## src/design/status_bank_defs.svh

```systemverilog
// register offsets, field positions and reset values of the status bank
// assumes inclusion by the bank package and the bank module
`ifndef STATUS_BANK_DEFS_SVH
`define STATUS_BANK_DEFS_SVH

// register offsets on the internal register port
`define ADDR_GEN_INPUT 16'h0219
`define ADDR_IRQ_SUMMARY 16'h021A
`define ADDR_PLL0_CAL 16'h021C
`define ADDR_PLL1_CAL 16'h021D
`define ADDR_BOOT_FAIL 16'h021E
`define ADDR_LOAD_STATUS 16'h021F

// field positions
`define BIT_IRQ_SUMMARY 0
`define BIT_BOOT_FAIL 0
`define BIT_LOAD_DONE 0
`define BIT_CHECK_OK 3

// widths and reset values
`define GEN_INPUT_PINS 4
`define IRQ_SOURCES 8
`define CAL_BITS 6
`define BYTE_ZERO 8'h00
`define GEN_ZERO 4'h0
`define FLAG_CLEAR 1'b0
`define FLAG_SET 1'b1

`endif

```

## src/design/status_bank_pkg.sv

```systemverilog
// types shared by the status bank and its surroundings
// assumes status_bank_defs.svh sits beside it
`include "status_bank_defs.svh"

package status_bank_pkg;
  typedef logic [15:0] reg_addr_t;
  typedef logic [7:0] reg_byte_t;
  typedef logic [`GEN_INPUT_PINS-1:0] gen_input_t;
  typedef logic [`IRQ_SOURCES-1:0] irq_vec_t;
  typedef logic [`CAL_BITS-1:0] cal_code_t;

  // register selected by an address
  typedef enum logic [2:0] {
    SEL_NONE = 3'h0,
    SEL_GEN_INPUT = 3'h1,
    SEL_IRQ_SUMMARY = 3'h3,
    SEL_PLL0_CAL = 3'h2,
    SEL_PLL1_CAL = 3'h6,
    SEL_BOOT_FAIL = 3'h7,
    SEL_LOAD_STATUS = 3'h5
  } reg_sel_e;
endpackage

```

## src/design/global_status_register_bank.sv

```systemverilog
// read-only global status register bank of a dual-PLL clock translator
// assumes a register port in mclk_in domain, and load events from the boot sequencer
`timescale 1ns/1ps
`include "status_bank_defs.svh"

module global_status_register_bank (
  input wire logic mclk_in, // core clock, 25 MHz
  input wire logic reset_n_in, // synchronous reset, active low
  input wire status_bank_pkg::gen_input_t gpio_pin_in, // raw multipurpose pin levels
  input wire status_bank_pkg::gen_input_t gpio_is_input_in, // pin set as general input
  input wire status_bank_pkg::irq_vec_t irq_source_in, // individual status bits
  input wire status_bank_pkg::irq_vec_t irq_enable_in, // per-source enables
  input wire status_bank_pkg::cal_code_t pll0_cal_code_in, // pll0 calibration code
  input wire status_bank_pkg::cal_code_t pll1_cal_code_in, // pll1 calibration code
  input wire logic cfg_rom_load_done_in, // pulse: memory read cycle finished
  input wire logic boot_load_failed_in, // pulse: memory read failed
  input wire logic cfg_rom_crc_err_in, // pulse: memory read but crc bad
  input wire status_bank_pkg::reg_addr_t reg_addr_in, // register address
  input wire logic reg_rd_in, // read strobe
  input wire logic reg_wr_in, // write strobe, ignored
  input wire status_bank_pkg::reg_byte_t reg_wdata_in, // write data, ignored
  output status_bank_pkg::reg_byte_t reg_rdata_out, // read data, registered
  output logic reg_rvalid_out, // read data valid pulse
  output logic irq_out_n_out, // interrupt line drive value
  output logic irq_out_n_oe_out, // low while line is driven
  output logic serial_port_lock_out // serial register port locked
);
  import status_bank_pkg::*;

  gen_input_t pin_meta_reg;
  gen_input_t pin_meta_next;
  gen_input_t pin_sync_reg;
  gen_input_t pin_sync_next;
  logic irq_reg;
  logic irq_next;
  logic done_reg;
  logic done_next;
  logic fail_reg;
  logic fail_next;
  logic crc_err_reg;
  logic crc_err_next;
  reg_byte_t rdata_reg;
  reg_byte_t rdata_next;
  logic rvalid_reg;
  logic rvalid_next;
  reg_byte_t read_mux;
  reg_sel_e sel;

  // address decode, shared by read mux and assertions
  function automatic reg_sel_e decode(input reg_addr_t a);
    case (a)
      `ADDR_GEN_INPUT: decode = SEL_GEN_INPUT;
      `ADDR_IRQ_SUMMARY: decode = SEL_IRQ_SUMMARY;
      `ADDR_PLL0_CAL: decode = SEL_PLL0_CAL;
      `ADDR_PLL1_CAL: decode = SEL_PLL1_CAL;
      `ADDR_BOOT_FAIL: decode = SEL_BOOT_FAIL;
      `ADDR_LOAD_STATUS: decode = SEL_LOAD_STATUS;
      default: decode = SEL_NONE;
    endcase
  endfunction

  // pin synchroniser, two stages
  always_comb begin
    pin_meta_next = gpio_pin_in;
    pin_sync_next = pin_meta_reg;
  end

  always_ff @(posedge mclk_in) begin
    if (!reset_n_in) begin
      pin_meta_reg <= `GEN_ZERO;
      pin_sync_reg <= `GEN_ZERO;
    end else begin
      pin_meta_reg <= pin_meta_next;
      pin_sync_reg <= pin_sync_next;
    end
  end

  // interrupt summary and sticky load flags
  always_comb begin
    irq_next = |(irq_source_in & irq_enable_in);
    fail_next = fail_reg | boot_load_failed_in;
    crc_err_next = crc_err_reg | cfg_rom_crc_err_in;
    done_next = done_reg | cfg_rom_load_done_in;
  end

  always_ff @(posedge mclk_in) begin
    if (!reset_n_in) begin
      irq_reg <= `FLAG_CLEAR;
      fail_reg <= `FLAG_CLEAR;
      crc_err_reg <= `FLAG_CLEAR;
      done_reg <= `FLAG_CLEAR;
    end else begin
      irq_reg <= irq_next;
      fail_reg <= fail_next;
      crc_err_reg <= crc_err_next;
      done_reg <= done_next;
    end
  end

  // open-drain line: value always low, enable low while asserted
  assign irq_out_n_out = `FLAG_CLEAR;
  assign irq_out_n_oe_out = ~irq_reg;
  assign serial_port_lock_out = crc_err_reg;

  // read mux, reserved bits read zero; writes never reach state
  always_comb begin
    sel = decode(reg_addr_in);
    read_mux = `BYTE_ZERO;
    case (sel)
      SEL_GEN_INPUT: read_mux[`GEN_INPUT_PINS-1:0] = pin_sync_reg & gpio_is_input_in;
      SEL_IRQ_SUMMARY: read_mux[`BIT_IRQ_SUMMARY] = irq_reg;
      SEL_PLL0_CAL: read_mux[`CAL_BITS-1:0] = pll0_cal_code_in;
      SEL_PLL1_CAL: read_mux[`CAL_BITS-1:0] = pll1_cal_code_in;
      SEL_BOOT_FAIL: read_mux[`BIT_BOOT_FAIL] = fail_reg;
      SEL_LOAD_STATUS: begin
        read_mux[`BIT_LOAD_DONE] = done_reg;
        read_mux[`BIT_CHECK_OK] = ~crc_err_reg;
      end
      default: read_mux = `BYTE_ZERO;
    endcase
    rdata_next = reg_rd_in ? read_mux : rdata_reg;
    rvalid_next = reg_rd_in;
  end

  always_ff @(posedge mclk_in) begin
    if (!reset_n_in) begin
      rdata_reg <= `BYTE_ZERO;
      rvalid_reg <= `FLAG_CLEAR;
    end else begin
      rdata_reg <= rdata_next;
      rvalid_reg <= rvalid_next;
    end
  end

  assign reg_rdata_out = rdata_reg;
  assign reg_rvalid_out = rvalid_reg;

  // checks
  a_gen_input_read: assert property (@(posedge mclk_in) disable iff (!reset_n_in)
    reg_rd_in && decode(reg_addr_in) == SEL_GEN_INPUT
    |=> reg_rdata_out == {`GEN_ZERO, $past(pin_sync_reg & gpio_is_input_in)})
    else $error("general input read wrong");

  a_irq_assert_low: assert property (@(posedge mclk_in) disable iff (!reset_n_in)
    |(irq_source_in & irq_enable_in) |=> !irq_out_n_oe_out && !irq_out_n_out)
    else $error("interrupt line not driven low");

  a_irq_release: assert property (@(posedge mclk_in) disable iff (!reset_n_in)
    !(|(irq_source_in & irq_enable_in)) |=> irq_out_n_oe_out)
    else $error("interrupt line not released");

  a_summary_matches: assert property (@(posedge mclk_in) disable iff (!reset_n_in)
    reg_rd_in && decode(reg_addr_in) == SEL_IRQ_SUMMARY
    |=> reg_rdata_out[`BIT_IRQ_SUMMARY] == !$past(irq_out_n_oe_out))
    else $error("summary bit disagrees with line");

  a_fail_sticky: assert property (@(posedge mclk_in) disable iff (!reset_n_in)
    boot_load_failed_in |=> fail_reg [*8])
    else $error("boot failure flag did not stick");

  a_check_flag: assert property (@(posedge mclk_in) disable iff (!reset_n_in)
    reg_rd_in && decode(reg_addr_in) == SEL_LOAD_STATUS
    |=> reg_rdata_out[`BIT_CHECK_OK] == !$past(crc_err_reg))
    else $error("check flag wrong");

  a_port_locked: assert property (@(posedge mclk_in) disable iff (!reset_n_in)
    cfg_rom_crc_err_in |=> serial_port_lock_out ##1 serial_port_lock_out)
    else $error("serial port not locked after crc error");

  a_done_sticky: assert property (@(posedge mclk_in) disable iff (!reset_n_in)
    $fell(done_reg) |-> $past(!reset_n_in))
    else $error("load done flag cleared without reset");

  a_cal_read: assert property (@(posedge mclk_in) disable iff (!reset_n_in)
    reg_rd_in && decode(reg_addr_in) == SEL_PLL1_CAL
    |=> reg_rdata_out == {2'b00, $past(pll1_cal_code_in)})
    else $error("pll1 calibration read wrong");

  a_read_no_effect: assert property (@(posedge mclk_in) disable iff (!reset_n_in)
    (reg_rd_in || reg_wr_in) && !cfg_rom_load_done_in && !boot_load_failed_in
    && !cfg_rom_crc_err_in |=> $stable(done_reg) && $stable(fail_reg) && $stable(crc_err_reg))
    else $error("access changed a flag");

  a_write_ignored: assert property (@(posedge mclk_in) disable iff (!reset_n_in)
    reg_wr_in && !reg_rd_in |=> !reg_rvalid_out && $stable(reg_rdata_out))
    else $error("write disturbed the read port");

  a_pll0_cal_read: assert property (@(posedge mclk_in) disable iff (!reset_n_in)
    reg_rd_in && decode(reg_addr_in) == SEL_PLL0_CAL
    |=> reg_rdata_out == {2'b00, $past(pll0_cal_code_in)})
    else $error("pll0 calibration read wrong");

  a_fail_flag_read: assert property (@(posedge mclk_in) disable iff (!reset_n_in)
    reg_rd_in && decode(reg_addr_in) == SEL_BOOT_FAIL
    |=> reg_rdata_out[`BIT_BOOT_FAIL] == $past(fail_reg))
    else $error("boot failure read wrong");

  a_done_read: assert property (@(posedge mclk_in) disable iff (!reset_n_in)
    reg_rd_in && decode(reg_addr_in) == SEL_LOAD_STATUS
    |=> reg_rdata_out[`BIT_LOAD_DONE] == $past(done_reg))
    else $error("load done read wrong");

  c_irq_asserted: cover property (@(posedge mclk_in) disable iff (!reset_n_in)
    $fell(irq_out_n_oe_out));
  c_crc_lock: cover property (@(posedge mclk_in) disable iff (!reset_n_in)
    $rose(serial_port_lock_out));
  c_done_read: cover property (@(posedge mclk_in) disable iff (!reset_n_in)
    done_reg && reg_rd_in && decode(reg_addr_in) == SEL_LOAD_STATUS);
  c_fail_read: cover property (@(posedge mclk_in) disable iff (!reset_n_in)
    fail_reg && reg_rd_in && decode(reg_addr_in) == SEL_BOOT_FAIL);
  c_write_seen: cover property (@(posedge mclk_in) disable iff (!reset_n_in)
    reg_wr_in && !reg_rd_in);
endmodule

```

## config.mk

```make
export PLATFORM = sky130hd
export DESIGN_NAME = global_status_register_bank
export DESIGN_NICKNAME = d
export VERILOG_FILES = /design/src/design/status_bank_pkg.sv /design/src/design/global_status_register_bank.sv
export VERILOG_INCLUDE_DIRS = /design/src /design/src/design
export SDC_FILE = /design/constraint.sdc
export NUM_CORES = 1
export LEC_CHECK = 0
export BUFFER_PORTS_ARGS = -buffer_cell sky130_fd_sc_hd__buf_2
export CORE_MARGIN = 2
export CORE_UTILIZATION = 38
export CTS_CLUSTER_DIAMETER = 120
export CTS_CLUSTER_SIZE = 16
export DETAILED_ROUTE_END_ITERATION = 16
export PLACE_DENSITY_LB_ADDON = 0.25
export SLEW_MARGIN = 20
export SYNTH_ARGS = -nofsm -noshare
export SYNTH_HDL_FRONTEND = slang
export SYNTH_SLANG_ARGS = --single-unit
```

## constraint.sdc

```tcl
create_clock -name mclk_in -period 2.57 [get_ports mclk_in]
set_input_delay 0 -clock mclk_in [delete_from_list [all_inputs] [get_ports mclk_in]]
set_output_delay 0 -clock mclk_in [all_outputs]
set_load 0.05 [all_outputs]
```

Yosys cells after proc, flatten, opt, wreduce, memory -nomap -nowiden

Index checks and enable logic that the tools add are counted.

Bits in registers: 19
Logic and storage cells: 33
Output and inout port bits: 12
Bits of input ports: 67

Eq/ne operators: 12
Muxes and demuxes: 5
Bitwise logic cells: 7
Reduce and logical (&&, ||, !) cells: 1

Operators with widths:

| kind                   | number |
|---|---|
| $eq A16 B10 Y1 const B | 6 |
| $pmux W3 S6            | 1 |
| $eq A3 B3 Y1 const B   | 3 |
| $and A8 B8 Y8          | 1 |
| $reduce_or A8 Y1       | 1 |
| $eq A3 B2 Y1 const B   | 2 |
| $pmux W1 S6            | 1 |
| $pmux W2 S3            | 1 |
| $and A4 B4 Y4          | 1 |
| $pmux W1 S4            | 1 |
| $pmux W2 S2            | 1 |
| $eq A3 B1 Y1 const B   | 1 |
| $or A1 B1 Y1           | 3 |
| $not A1 Y1             | 2 |

Depth between registers and ports, before layout

Depth in word-level cells: 4
Gate-level depth with buffers: 11
Mapped depth without buffers: 9

Least setup slack after synthesis

No wires, ideal clock.

Path kind: input port to flip-flop
From: input port reg_addr_in[12]
To: register rdata_reg[3], in the netlist reg_rdata_out[3]
Cell stages on the path: 9
Arrival: 1.772 ns
Required time: 2.453 ns
Library setup time: 0.117 ns
Path slack: 0.681 ns
Buffers on the path: 2
Cell sequence: nor4b_2 nand4_1 buf_2 nor2_1 inv_1 ha_1 clkbuf_1 a2111o_1 a32o_1

Word-level cells in the longest chain between the ends: 4
Elaborated cells between the ends (all ways): 12
Those cells by class: 10 x eq/ne; 2 x mux

RTL lines:

| item                                 | RTL line                           | text |
|---|---|---|
| start, declared                      | global_status_register_bank.sv:18  | `input wire status_bank_pkg::reg_addr_t reg_addr_in,` |
| $eq A16 B10 Y1                       | global_status_register_bank.sv:51  | `case (a)` |
| $pmux W3 S6 *                        | global_status_register_bank.sv:51  |  |
| $eq A3 B3 Y1 (tied with other cells) | global_status_register_bank.sv:109 | `case (sel)` |
| $pmux W1 S4 *                        | global_status_register_bank.sv:109 |  |
| end signal, assigned                 | global_status_register_bank.sv:127 | `` rdata_reg <= `BYTE_ZERO; `` |
| end signal, assigned                 | global_status_register_bank.sv:130 | `rdata_reg <= rdata_next;` |
| end, declared                        | global_status_register_bank.sv:42  | `reg_byte_t rdata_reg;` |

Every way passes the cells marked *; elsewhere a longest branch is shown, timed or not.
A chain may end at the register's enable or synchronous reset.

Worst setup path after layout

From: input port reg_addr_in[5]
To: register rdata_reg[4], in the netlist reg_rdata_out[4]

Word-level cells in the longest chain between the ends: 4
Elaborated cells between the ends (all ways): 10
Those cells by class: 8 x eq/ne; 2 x mux

RTL lines:

| item                                                | RTL line |
|---|---|
| $eq A16 B10 Y1                                      | global_status_register_bank.sv:51 |
| $pmux W3 S6 *                                       | global_status_register_bank.sv:51 |
| $eq A3 B3 Y1 / $eq A3 B2 Y1 (equally long branches) | global_status_register_bank.sv:109 |
| $pmux W2 S2 *                                       | global_status_register_bank.sv:109 |

Marked as above.

==> flow_summary.toml <==
[floorplan]
die_h_um = 54.2
ios = 79
start_util = 0.393
die_area_sq_um = 2930
core_area_sq_um = 2430
fp-row-count = 18
die_width_um = 54.2

[route]
drt_iter0_markers = 20
drtPass1Iterations = 4
route.vias.total = 1062
routed_wl_um = 2590
drc = 0
avgViaCountPerCell = 4.89
ant_nets = 0
wire_per_inst_um = 11.9

[worst_setup_path]
cp-end-kind = "flop"
r2r_slack_ps = 1440
rr_endpoint = "reg_rdata_out[4]"
critPathMaxFanout = 8
critPathKind = "input port to flop"
reg2regPathDepth = 3
arrival_ps = 2440
crit_path_start_kind = "input port"
required_ps = 2810
r2r_start = "reg_rdata_out[4]"

[clock_network]
cts_buffers = 3
insertion_delay_ps = 300
cts_sinks = 19
cts_htree_levels = 1
cts.repair.resized = 0
clk_pin_slew_ps = 110
clockBufferDepth = 2
cts-root-buf = "clkbuf_4"
cts_hold_buf = 10
cts_tree = "built"
cts_setup_buffers = 0

[finish]
fin_cells = 217
n_antenna_cell = 0
final_net_count = 260
area_growth_pct = 50.1
final_cell_area_sq_um = 1440
largest_reg_flops = 6
drive_above_1_share = 0.396
seqCellArea_sq_um = 380
multiInputGateArea_sq_um = 522
n_fill_cell = 225

[placed_design]
io_buffers = 66
dpl_cell_area_sq_um = 1310
dp.cells = 203
place_hpwl_um = 2040
place_congestion = 0.807
place_worst_setup_slack_ps = 481

[status]
run_status = "finished clean"

[synthesis]
synth_cell_types = 32
postSynthCellCount = 109
netlist_area_sq_um = 956
syn-mean-instance-area_sq_um = 8.77
synth_seq_cells = 19
ys.warnings.count = 0
seq_area_frac_synth = 0.398

[power_and_ir_drop]
p_leak_nw = 0.684
powerDensity_nw_per_um2 = 394
total_power_mw = 0.566
irDropWorstVdd_v = 0.000296

[sta]
fin_crit_sh = 0.855
maxSlewHeadroom = 0.623
maxSlewViolCount = 0
fin_crit_ps = 2200
setup_slack_ps = 371
worst_pin_slew_ps = 562
fin_skew_ps = 2.97
hold_viol_final = 0
setup-violations-final = 0
rsz0062_at_grt = "false"
setup-tns-final_ps = 0
max_freq_mhz = 455

[worst_hold_path]
hp-start = "irq_enable_in[3]"
min_path_cells = 3
min_to = "irq_reg"
min_path_type = "input port to flop"

[global_route]
grt_pass1_vias = 1025
grt_overflow = 0
track_usage = 0.195
antenna_found_initial = 0
grt_pass1_wl_um = 4130
grt_max_degree = 12

[job]
drv_cap = 0
## cells by family after synthesis
group | after synthesis | synth area share
AND/OR/NAND/NOR | 43 | 0.249
XOR/XNOR | 1 | 0.00916
flip-flops | 19 | 0.398
multiplexers | 1 | 0.0105
adder cells (fa/ha/maj) | 5 | 0.0654
other | 1 | 0.00392
buffers and inverters | 13 | 0.0641
AO/OA/AOI/OAI | 26 | 0.200
## per-stage QoR
step	util	hold slack [ps]
2_1_floorplan	-	116
4_1_cts	0.590	5.51
5_1_grt	0.590	7.22
3_5_place_dp	0.538	212
3_3_place_gp	0.538	204
6_report	0.590	12.8
## synth_stat cells
cell type   n  area [sq um]
buf_4       3          22.5
nand3_1     2          10.0
a2111o_1    1          11.3
clkbuf_1    1          3.75
a222oi_1    1          10.0
ha_1        5          62.6
nand2b_1    3          18.8
nor2b_1     3          18.8
inv_1       8          30.0
o211ai_1    5          37.5
dfxtp_1    19           380
or3_1       1          6.26
xnor2_1     1          8.76
nand2_1     7          26.3
a211oi_1    1          7.51
a31oi_1     2          12.5
conb_1      1          3.75
a41oi_1     1          8.76
o21ai_0     5          25.0
a22oi_1     5          37.5
or2_2       1          6.26
and2_1      8          50.1
a32oi_1     3          26.3
buf_2       1          5.00
mux2i_1     1          10.0
a32o_1      1          10.0
o21ai_1     1          5.00
nor4b_2     2          30.0
nand4_1     1          6.26
nor2_1     12          45.0
or4_1       2          15.0
nor3_1      1          5.00
## area by class of cell
| cell class | count | area share |
|---|---|---|
| tap | 30 | 0.0262 |
| multi-input combinational | 79 | 0.364 |
| clock inverter | 1 | 0.00349 |
| sequential | 19 | 0.265 |
| clock buffer | 3 | 0.0157 |
| inverter | 8 | 0.0209 |
| timing repair buffer | 77 | 0.305 |
## where the power goes
group          total, mW  internal, mW  leakage, nW  switching (mW)
sequential         0.309         0.306        0.156         0.00392
combinational      0.108        0.0542        0.510          0.0539
clock              0.148        0.0580       0.0177          0.0904
## critical path, cell delays in order
cell	delay (ps)
buf_2	100
nor4b_2	250
nand4_1	210
nand2b_1	250
inv_1	120
ha_1	350
nand2_1	80
nor2_1	240
o211ai_1	140
o211ai_1	120
dlygate4sd3_1	570
## placed cells by master (no fill, tap or decap), drive strengths merged, types with 2 or more instances in the layout
| master | Yosys | layout |
|---|---|---|
| nand2b | 3 | 3 |
| nor4b | 2 | 2 |
| a32oi | 3 | 3 |
| buf | 4 | 67 |
| a31oi | 2 | 2 |
| conb | 1 | 3 |
| nor2 | 12 | 12 |
| nor2b | 3 | 3 |
| inv | 8 | 8 |
| dlygate4sd3 | 0 | 10 |
| nand3 | 2 | 2 |
| nand2 | 7 | 7 |
| o21ai | 6 | 6 |
| dfxtp | 19 | 19 |
| ha | 5 | 5 |
| and2 | 8 | 8 |
| clkbuf | 1 | 3 |
| or4 | 2 | 2 |
| o211ai | 5 | 5 |
| a22oi | 5 | 5 |
## worst max-delay path by stage
stage / start / endpoint / slack (ps)
CTS: reg_addr_in[5] / reg_rdata_out[4] / 420
detailed placement: reg_addr_in[5] / reg_rdata_out[1] / 480
global placement: reg_addr_in[12] / reg_rdata_out[2] / 570
finish: reg_addr_in[5] / reg_rdata_out[4] / 370
global route: reg_addr_in[12] / reg_rdata_out[4] / 120
floorplan: reg_addr_in[12] / reg_rdata_out[3] / 680
## metal layers
metal / global-route usage / vias up / wire length (um) / share of wire
met2: 0.367 / 29 / 1400 / 0.54
met4: 0.0542 / 0 / 10 / 0.0039
met3: 0.0694 / 2 / 125 / 0.048
met5: 0 / - / 0 / 0
met1: 0.200 / 492 / 1050 / 0.40
li1: - / 539 / - / -
(Power assumes the default switching activity.)
